$ cat config.mk
export PLATFORM = sky130hd
export DESIGN_NAME = ssps_top
export DESIGN_NICKNAME = d
export VERILOG_FILES = /design/src/core/ssps_pkg.sv /design/src/core/ssps_pin_if.sv /design/src/core/ssps_pin_sync.sv /design/src/core/ssps_top.sv
export VERILOG_INCLUDE_DIRS = /design/src /design/src/core
export SDC_FILE = /design/constraint.sdc
export NUM_CORES = 1
export LEC_CHECK = 0
export BUFFER_PORTS_ARGS = -buffer_cell sky130_fd_sc_hd__buf_2
export CORE_MARGIN = 1
export CORE_UTILIZATION = 46
export DETAILED_ROUTE_END_ITERATION = 12
export PLACE_DENSITY_LB_ADDON = 0.05
export SKIP_CTS_REPAIR_TIMING = 1
export SLEW_MARGIN = 25
export SYNTH_ARGS = -nofsm -noshare
export SYNTH_HDL_FRONTEND = slang
export SYNTH_SLANG_ARGS = --single-unit
$ cat constraint.sdc
create_clock -name i_ref_clk -period 2.6 [get_ports i_ref_clk]
set_input_delay 0.26 -clock i_ref_clk [delete_from_list [all_inputs] [get_ports i_ref_clk]]
set_output_delay 0.26 -clock i_ref_clk [all_outputs]
set_load 0.005 [all_outputs]
$ cat src/core/ssps_consts.svh
// constants for the sensor serial port slave
`ifndef SSPS_CONSTS_SVH
`define SSPS_CONSTS_SVH

// byte layout on the serial lines
`define SSPS_BYTE_W 8
`define SSPS_DIR_BIT 7
`define SSPS_ADDR_W 7
`define SSPS_LAST_BIT 3'h7

// direction bit values in the address byte
`define SSPS_DIR_WRITE 1'h1
`define SSPS_DIR_READ 1'h0

// addresses that open a burst
`define SSPS_MOTION_BURST_ADDR 7'h50
`define SSPS_FW_LOAD_ADDR 7'h60
`define SSPS_PIXEL_BURST_ADDR 7'h40

// synchroniser depth and pin slots
`define SSPS_SYNC_STAGES 3
`define SSPS_PIN_N 5
`define SSPS_PIN_SCLK 0
`define SSPS_PIN_MOSI 1
`define SSPS_PIN_CS_N 2
`define SSPS_PIN_PD_N 3
`define SSPS_PIN_RST 4

// pin reset levels: clock high, select high, powered, not in reset
`define SSPS_PIN_RESET_LVL 5'h0d

// reset values
`define SSPS_BYTE_RESET 8'h00
`define SSPS_ADDR_RESET 7'h00

`endif

$ cat src/core/ssps_pkg.sv
// types for the sensor serial port slave
package ssps_pkg;

  // port sequencer states, gray along idle-address-data-burst
  typedef enum logic [1:0] {
    ST_IDLE  = 2'b00,
    ST_ADDR  = 2'b01,
    ST_DATA  = 2'b11,
    ST_BURST = 2'b10
  } ssps_state_t;

endpackage

$ cat src/core/ssps_pin_if.sv
// carrier for synchronised pin levels and clock edges
`timescale 1ns/1ps
interface ssps_pin_if;
  logic sclk_rise; // one-cycle pulse, serial clock rose
  logic sclk_fall; // one-cycle pulse, serial clock fell
  logic mosi; // filtered serial input level
  logic cs_n; // filtered select level, active low
  logic pd_n; // filtered power-down level, active low
  logic chip_rst; // filtered device reset level, active high

  // synchroniser side
  modport src (
    output sclk_rise, sclk_fall, mosi, cs_n, pd_n, chip_rst
  );

  // port logic side
  modport dst (
    input sclk_rise, sclk_fall, mosi, cs_n, pd_n, chip_rst
  );
endinterface

$ cat src/core/ssps_pin_sync.sv
// three-stage pin synchroniser with agreement filter and edge pulses
`timescale 1ns/1ps
`include "ssps_consts.svh"
module ssps_pin_sync #(
  parameter int PIN_N = `SSPS_PIN_N
) (
  // clock and reset
  input wire logic i_clk,
  input wire logic i_rst_n,
  // raw pins
  input wire logic [PIN_N-1:0] i_pins,
  // filtered results
  ssps_pin_if.src pins
);

  logic [PIN_N-1:0] s1_q; // first stage, read only by second
  logic [PIN_N-1:0] s2_q; // second stage
  logic [PIN_N-1:0] s3_q; // third stage
  logic [PIN_N-1:0] lvl_q; // accepted level
  logic [PIN_N-1:0] lvl_d; // next accepted level
  logic rise_q; // clock rise pulse
  logic fall_q; // clock fall pulse
  localparam logic [PIN_N-1:0] RESET_LVL = `SSPS_PIN_RESET_LVL; // pin levels held in reset

  // per pin: three stage flops and a level flop, accept a change once stages two and three agree
  for (genvar g = 0; g < PIN_N; g++) begin : g_pin
    always_ff @(posedge i_clk or negedge i_rst_n) begin
      if (!i_rst_n) begin
        s1_q[g] <= RESET_LVL[g];
        s2_q[g] <= RESET_LVL[g];
        s3_q[g] <= RESET_LVL[g];
        lvl_q[g] <= RESET_LVL[g];
      end else begin
        s1_q[g] <= i_pins[g];
        s2_q[g] <= s1_q[g];
        s3_q[g] <= s2_q[g];
        lvl_q[g] <= lvl_d[g];
      end
    end
    // agreement filter
    assign lvl_d[g] = (s2_q[g] == s3_q[g]) ? s3_q[g] : lvl_q[g];
  end

  // serial clock edge pulses from the accepted level
  always_ff @(posedge i_clk or negedge i_rst_n) begin
    if (!i_rst_n) begin
      rise_q <= 1'b0;
      fall_q <= 1'b0;
    end else begin
      rise_q <= lvl_d[`SSPS_PIN_SCLK] & ~lvl_q[`SSPS_PIN_SCLK];
      fall_q <= ~lvl_d[`SSPS_PIN_SCLK] & lvl_q[`SSPS_PIN_SCLK];
    end
  end

  // drive the carrier
  assign pins.sclk_rise = rise_q;
  assign pins.sclk_fall = fall_q;
  assign pins.mosi = lvl_q[`SSPS_PIN_MOSI];
  assign pins.cs_n = lvl_q[`SSPS_PIN_CS_N];
  assign pins.pd_n = lvl_q[`SSPS_PIN_PD_N];
  assign pins.chip_rst = lvl_q[`SSPS_PIN_RST];

endmodule

$ cat src/core/ssps_top.sv
// four-wire serial slave port of the motion sensor
// Operation
// - only the master starts any transfer
// - port idle in power-down or reset
// - select high: ignore inputs, output released
// - port wakes only after select low
// - select rise aborts transaction, back idle
// - burst ends only by raising select, power-down or chip reset
// - write: address byte top bit 1, data
// - sample serial input on clock rise
// - read: address top bit 0, device answers
// - output bit changes on clock fall
// - output bit holds until next fall
`timescale 1ns/1ps
`include "ssps_consts.svh"
module ssps_top #(
  parameter logic [`SSPS_ADDR_W-1:0] MOTION_BURST_ADDR = `SSPS_MOTION_BURST_ADDR,
  parameter logic [`SSPS_ADDR_W-1:0] FW_LOAD_ADDR = `SSPS_FW_LOAD_ADDR,
  parameter logic [`SSPS_ADDR_W-1:0] PIXEL_BURST_ADDR = `SSPS_PIXEL_BURST_ADDR
) (
  // clock and reset
  input wire logic i_ref_clk,
  input wire logic i_reset_n,
  // serial pins from the master
  input wire logic i_sclk,
  input wire logic i_mosi,
  input wire logic i_cs_n,
  // device control pins
  input wire logic i_power_down_low,
  input wire logic i_chip_reset,
  // serial output pin, three signals
  output logic o_miso,
  output logic o_miso_oe_n,
  input wire logic i_miso,
  // register side towards the core
  output logic o_wr_stb,
  output logic o_rd_stb,
  output logic [`SSPS_ADDR_W-1:0] o_addr,
  output logic [`SSPS_BYTE_W-1:0] o_wr_data,
  input wire logic [`SSPS_BYTE_W-1:0] i_rd_data,
  // burst status
  output logic o_burst,
  output logic o_port_active
);

  logic rst_meta_q; // reset release stage one
  logic rst_n_q; // released reset for the block
  ssps_pin_if pins (); // synchronised pins
  ssps_pkg::ssps_state_t state_q; // sequencer state
  logic port_en; // port may run
  logic [2:0] bit_q; // bit count in the byte
  logic [`SSPS_BYTE_W-1:0] rx_q; // incoming shift register
  logic [`SSPS_BYTE_W-1:0] rx_d; // incoming byte after this bit
  logic [`SSPS_BYTE_W-1:0] tx_q; // outgoing shift register
  logic dir_q; // direction of current command
  logic [`SSPS_ADDR_W-1:0] addr_q; // captured address
  logic load_q; // read data arrives this cycle
  logic byte_done; // eighth rising edge of a byte
  logic is_burst_addr; // address opens a burst
  logic wr_stb_q; // write strobe flop
  logic rd_stb_q; // read strobe flop
  logic [`SSPS_BYTE_W-1:0] wr_data_q; // write data flop
  logic miso_q; // output bit flop
  logic oe_n_q; // output enable flop
  logic active_q; // port active flop

  // i_miso is the pad readback; the slave does not use it
  logic unused_miso;
  assign unused_miso = i_miso;

  // reset release through two flops
  always_ff @(posedge i_ref_clk or negedge i_reset_n) begin
    if (!i_reset_n) begin
      // hold both stages low
      rst_meta_q <= 1'b0;
      rst_n_q <= 1'b0;
    end else begin
      // shift a one through
      rst_meta_q <= 1'b1;
      rst_n_q <= rst_meta_q;
    end
  end

  // pin synchroniser, clock sampled as ordinary input
  ssps_pin_sync #(
    .PIN_N(`SSPS_PIN_N)
  ) u_sync (
    .i_clk(i_ref_clk),
    .i_rst_n(rst_n_q),
    .i_pins({i_chip_reset, i_power_down_low, i_cs_n, i_mosi, i_sclk}),
    .pins(pins)
  );

  // power-down and reset hold the port idle
  // enabled only once select is low
  assign port_en = ~pins.cs_n & pins.pd_n & ~pins.chip_rst;

  // msb first: new bit enters at the bottom
  assign rx_d = {rx_q[`SSPS_BYTE_W-2:0], pins.mosi};

  // a bit is taken on each clock rise
  assign byte_done = pins.sclk_rise && (bit_q == `SSPS_LAST_BIT);

  // burst addresses for the open command
  assign is_burst_addr = (dir_q == `SSPS_DIR_READ) ?
    (addr_q == MOTION_BURST_ADDR || addr_q == PIXEL_BURST_ADDR) :
    (addr_q == FW_LOAD_ADDR);

  // sequencer: idle, address byte, data byte, burst bytes
  // apart from leaving idle on select low and dropping to idle when the port is disabled, nothing happens without clock edges from the master
  always_ff @(posedge i_ref_clk or negedge rst_n_q) begin
    if (!rst_n_q) begin
      // power-on: idle
      state_q <= ssps_pkg::ST_IDLE;
    end else if (!port_en) begin
      // select rise drops the whole transaction
      state_q <= ssps_pkg::ST_IDLE;
    end else begin
      // only steps while the port is enabled
      case (state_q)
        ssps_pkg::ST_IDLE: begin
          // select low opens the address phase
          state_q <= ssps_pkg::ST_ADDR;
        end
        ssps_pkg::ST_ADDR: begin
          if (byte_done) begin
            // eighth address bit seen
            state_q <= ssps_pkg::ST_DATA;
          end
        end
        ssps_pkg::ST_DATA: begin
          if (byte_done) begin
            state_q <= is_burst_addr ? ssps_pkg::ST_BURST : ssps_pkg::ST_ADDR;
          end
        end
        ssps_pkg::ST_BURST: begin
          // no new command while in burst
          state_q <= ssps_pkg::ST_BURST;
        end
        default: begin
          // unused code: recover to idle
          state_q <= ssps_pkg::ST_IDLE;
        end
      endcase
    end
  end

  // bit counter and input shift register
  // eight clocks per byte
  always_ff @(posedge i_ref_clk or negedge rst_n_q) begin
    if (!rst_n_q) begin
      // counter and shifter clear
      bit_q <= 3'h0;
      rx_q <= `SSPS_BYTE_RESET;
    end else if (!port_en || state_q == ssps_pkg::ST_IDLE) begin
      bit_q <= 3'h0;
      rx_q <= `SSPS_BYTE_RESET;
    end else if (pins.sclk_rise) begin
      bit_q <= bit_q + 3'h1;
      rx_q <= rx_d;
    end
  end

  // address byte decode: direction bit and register address
  // top bit one means write
  always_ff @(posedge i_ref_clk or negedge rst_n_q) begin
    if (!rst_n_q) begin
      // read of address zero until a command arrives
      dir_q <= `SSPS_DIR_READ;
      addr_q <= `SSPS_ADDR_RESET;
    end else if (port_en && state_q == ssps_pkg::ST_ADDR && byte_done) begin
      // eighth rise of the address byte
      dir_q <= rx_d[`SSPS_DIR_BIT];
      addr_q <= rx_d[`SSPS_ADDR_W-1:0];
    end
  end

  // write strobe after the data byte, also each byte of a write burst
  // an aborted write never strobes
  always_ff @(posedge i_ref_clk or negedge rst_n_q) begin
    if (!rst_n_q) begin
      // no strobe out of reset
      wr_stb_q <= 1'b0;
      wr_data_q <= `SSPS_BYTE_RESET;
    end else begin
      // data byte or burst byte finished
      wr_stb_q <= port_en && byte_done && dir_q == `SSPS_DIR_WRITE &&
        (state_q == ssps_pkg::ST_DATA || state_q == ssps_pkg::ST_BURST);
      // data kept until the next data byte, never an address byte
      if (port_en && byte_done && dir_q == `SSPS_DIR_WRITE &&
          (state_q == ssps_pkg::ST_DATA || state_q == ssps_pkg::ST_BURST)) begin
        wr_data_q <= rx_d;
      end
    end
  end

  // read strobe: after a read address, and per byte in a read burst
  // device fetches the byte it will drive
  always_ff @(posedge i_ref_clk or negedge rst_n_q) begin
    if (!rst_n_q) begin
      // no strobe out of reset
      rd_stb_q <= 1'b0;
    end else if (!port_en || !byte_done) begin
      // strobes only at the end of a byte
      rd_stb_q <= 1'b0;
    end else if (state_q == ssps_pkg::ST_ADDR) begin
      // address byte done, read when top bit clear
      rd_stb_q <= (rx_d[`SSPS_DIR_BIT] == `SSPS_DIR_READ);
    end else if (dir_q == `SSPS_DIR_READ) begin
      // next byte of a read burst
      rd_stb_q <= (state_q == ssps_pkg::ST_BURST) ||
        (state_q == ssps_pkg::ST_DATA && is_burst_addr);
    end else begin
      // write data bytes never fetch
      rd_stb_q <= 1'b0;
    end
  end

  // core answers the cycle after the strobe
  always_ff @(posedge i_ref_clk or negedge rst_n_q) begin
    if (!rst_n_q) begin
      // nothing to load out of reset
      load_q <= 1'b0;
    end else begin
      // one cycle behind the strobe
      load_q <= rd_stb_q;
    end
  end

  // output shift register and output bit
  // output changes on clock fall
  // bit held until the next fall
  always_ff @(posedge i_ref_clk or negedge rst_n_q) begin
    if (!rst_n_q) begin
      // output low out of reset
      tx_q <= `SSPS_BYTE_RESET;
      miso_q <= 1'b0;
    end else if (!port_en) begin
      // deselected: shifter cleared
      tx_q <= `SSPS_BYTE_RESET;
      miso_q <= 1'b0;
    end else if (load_q) begin
      // byte from the core, msb waits for the next fall
      tx_q <= i_rd_data;
    end else if (pins.sclk_fall && dir_q == `SSPS_DIR_READ &&
                 (state_q == ssps_pkg::ST_DATA || state_q == ssps_pkg::ST_BURST)) begin
      miso_q <= tx_q[`SSPS_BYTE_W-1];
      tx_q <= {tx_q[`SSPS_BYTE_W-2:0], 1'b0};
    end
  end

  // output enable: driven only while the port is selected
  // released whenever select is high
  // clock is never driven, only the data output
  always_ff @(posedge i_ref_clk or negedge rst_n_q) begin
    if (!rst_n_q) begin
      // released out of reset
      oe_n_q <= 1'b1;
      active_q <= 1'b0;
    end else begin
      // follows the enable one cycle later
      oe_n_q <= ~port_en;
      active_q <= port_en;
    end
  end

  // outputs straight from flops
  // so the core and the pad never see a combinational glitch
  assign o_miso = miso_q;
  assign o_miso_oe_n = oe_n_q;
  assign o_wr_stb = wr_stb_q;
  assign o_rd_stb = rd_stb_q;
  assign o_addr = addr_q;
  assign o_wr_data = wr_data_q;
  assign o_port_active = active_q;

  // burst flag from the state register
  logic burst_q;
  always_ff @(posedge i_ref_clk or negedge rst_n_q) begin
    if (!rst_n_q) begin
      // no burst out of reset
      burst_q <= 1'b0;
    end else begin
      // set with the byte that opens the burst
      burst_q <= port_en && (state_q == ssps_pkg::ST_BURST ||
        (state_q == ssps_pkg::ST_DATA && byte_done && is_burst_addr));
    end
  end
  assign o_burst = burst_q;

endmodule

==> impl_results.md <==
- Area contributors post-synth: dfrtp_1 (54%), dfstp_2 (14%), mux2_2 (7.2%)
- Initial drt markers: 107
- DP Wirelength: roughly 2700 um
- Share of layout cells above drive strength 1: 37.7%
- Number of global-route vias before repair: approximately 1400
- Post-Synth Adder-Cell Area: just over 3%
- Global-route usage over all layers: about 16%
- F_max: approximately 470 MHz
- Slew Viols, Final: 0
- Initial antenna violation count: 0
- Clk slew on worst S/H paths: approximately 70 ps
- Reg2reg path depth: 3
- Worst Setup SP: u_sync.pins.pd_n
- Clock share of power: roughly 43%
- Setup Crit Path Kind: register to register
- Clock tree buffer depth: 2
- Crit. End Element: register
- Critical-path top delay cell: or3b_1
- Final setup vio count: 0
- Share of the synthesized area in the top cell type: between 50% and 60%
- Switching power: approximately 0.41 mW
- RSZ-0062 raised after global routing: false
- Worst Hold End: u_sync.s1_q[0]
- DRC viols: 0
- Reg2reg start: u_sync.pins.pd_n
- Cell Pwr Density: around 700 mW/mm2
- Row cnt: 26
- P&R area growth vs syn: 19.0%
- Ant diodes: 0
- Synth Area in XOR/XNOR: 0.352%
- Min-delay src: i_sclk
- Period Utilization, post-route: between 80% and 90%
- Yosys warns: 0
- Combinational fraction of design power: under 10%
- Flop pwr share: between 50 and 60%
- Sequential area share after synthesis: approximately 68%
- Cell area after synthesis: 0.00249 mm2
- Total die area: ~0.0057 mm2
- CTS tree: yes
- Ports: 37
- Hold WS: ~21 ps
- WP data required: about 2800 ps
- Die width: approximately 76 um
- Largest area contributor in the netlist: dfrtp_1
- Worst hold path type: input pin to register
- Final-stage net count: between 200 and 250
- Syn Nets: 192
- Peak supply drop: about 0.40 mV
- Drt pass-1 iters: 4
- Clk_skew: 5.26 ps
- Final Hold Viols: 0
- Sw frac: approximately 20%
- Number of clock sinks: between 60 and 70
- Int Power: around 1.6 mW
- Starting Density: 48.1%
- Outcome: finished, final reports clean
- CTS H-tree depth: 3
- Startpoint Class: register
- Die span in y: 75.6 um
- Min-Delay Path Depth: 1
- MaxCap Viol Count: 0
- Commonest non-fill, non-tap cell in the layout: dfrtp_1
- Routed Antenna Nets: 0
- Gr ovfl total: 0
- Pleak: between 1 and 1.5 nW
- Detail-routed via count per cell: 5.03
- Post-synthesis simple-gate area fraction: around 7.4%
- Post-synth cell types: 34
- Compound-gate portion of the synthesized area: under 10%
- IO buf count: 35
- CP max stage delay: roughly 550 ps
- Worst R2R End: o_wr_data[4]
- CORE AREA: 0.00517 mm2
- Final Critical Period: 2130 ps
- CTS Buf Count: 9
- Critical-path cell list: or3b_1, nor3_4, mux2_2
- Worst path arrival time: ~2400 ps
- Worst-Margin Slew: about 730 ps
- Relative slew slack: about half
- Flop-to-flop setup slack: around 470 ps
- Setup TNS: 0 ps
- Flops & latches, synth: between 60 and 70
- Via count: around 1500
- Largest family of logic cells by synthesized area: multiplexers
- Mux cell area share after synthesis: about 14%
- Routability Congestion: about 0.81
- DRT Wirelength: about 4000 um
- Pin count of the biggest net entering global routing: 29
- CP Max Fanout: 9
- Clk root buf: clkbuf_8
- Mean routed wirelength per cell: approximately 14 um
- Global-route wire length before repair: ~6500 um
- Post-Synthesis Cells: roughly 170
- Clock latency at the later pin of the worst-skew pair: 330 ps
- Filler cells: between 400 and 500
- Avg Synthesized Cell Area: 14.3 um2
- Commonest non-fill, non-tap cells in the layout: dfrtp_1 (53), buf_2 (35), mux2_2 (16), mux2i_1 (16)
==> area by class of cell <==
class / instances / area, um2 / area share, %
clock buffer: 15 / 176 / 5.96
sequential: 67 / 1690 / 57.2
timing repair buffer: 39 / 208 / 7.02
inverter: 3 / 11.3 / 0.380
clock inverter: 1 / 30.0 / 1.01
tap: 70 / 87.6 / 2.96
multi-input combinational: 98 / 753 / 25.4
==> state kept, by name, summed over array words and instances (netlist names), 2 cells and up <==
signal / flops
u_sync.s2_q: 5
tx_q: 8
rx_q: 7
u_sync.s1_q: 5
o_addr: 7
state_q: 2
u_sync.s3_q: 5
o_wr_data: 8
bit_q: 3
==> logic make-up (layout without fill, tap and decap cells) <==
group	Yosys count	in the layout
AOI/OAI and AO/OA	25	25
xor gates and xnor gates	1	1
adders and majority gates	7	7
buffers and inverters	9	58
DFF	67	67
muxes	32	32
other	1	1
and+or+nand+nor	32	32
==> metal layers <==
metal | up-vias | part of all wire, % | GRT usage (%)
li1 | 696 | - | -
met1 | 722 | 47 | 20.6
met2 | 47 | 47 | 24.2
met3 | 9 | 3.7 | 4.50
met4 | 0 | 2.2 | 12.8
met5 | - | 0 | 0
==> cell usage after synthesis <==
cell type and number:
dfrtp_1 54, mux2_2 16, mux2i_1 16, dfstp_2 13, nor2_1 13, a21oi_1 9
o21ai_0 9, maj3_1 5, clkbuf_1 4, nand2_1 4, inv_1 3, ha_1 2
nand2b_1 2, nand4_1 2, nor3_4 2, o22ai_1 2, a31oi_1 1, and3_1 1
and3b_1 1, buf_2 1, buf_6 1, conb_1 1, nand3_1 1, nand3b_1 1
nor2b_1 1, nor3b_1 1, nor4_1 1, o211ai_1 1, o21ai_1 1, o2bb2ai_1 1
o311a_1 1, or3_2 1, or3b_1 1, xnor2_1 1
==> stage by stage <==
step           std cells  worst slack, ps  total power [mW]  area (um2)  utilization (%)
2_1_floorplan        174              619              1.15        2490                -
5_1_grt              293              387              2.12        2960             57.2
3_3_place_gp         276              495              1.18        2740             53.0
4_1_cts              292              439              2.07        2950             57.0
3_5_place_dp         276              449              1.18        2740             53.0
6_report             293              472              2.04        2960             57.2
==> worst max path at each step <==
| stage | end | slack [ps] |
|---|---|---|
| 6_report | o_wr_data[4] | 470 |
| 5_1_grt | rx_q[6] | 390 |
| 4_1_cts | o_wr_data[0] | 440 |
| 3_5_place_dp | o_wr_data[0] | 450 |
| 3_3_place_gp | o_wr_data[2] | 490 |
| 2_1_floorplan | bit_q[0] | 620 |
==> critical path, delay by kind of cell, from the launching register on <==
family           cells  cell delay [ps]
muxes                1              400
DFF                  1              530
and+or+nand+nor      2             1090
==> power by group through the flow <==
| stage | clock network (mW) | registers [mW] | logic, mW |
|---|---|---|---|
| 4_1_cts | 0.901 | 1.10 | 0.0634 |
| 3_5_place_dp | 0 | 1.12 | 0.0630 |
| 5_1_grt | 0.941 | 1.10 | 0.0713 |
| 6_report | 0.874 | 1.10 | 0.0630 |
| 2_1_floorplan | 0 | 1.12 | 0.0322 |
| 3_3_place_gp | 0 | 1.12 | 0.0600 |
Note: power is estimated with default switching activity, not from simulation.
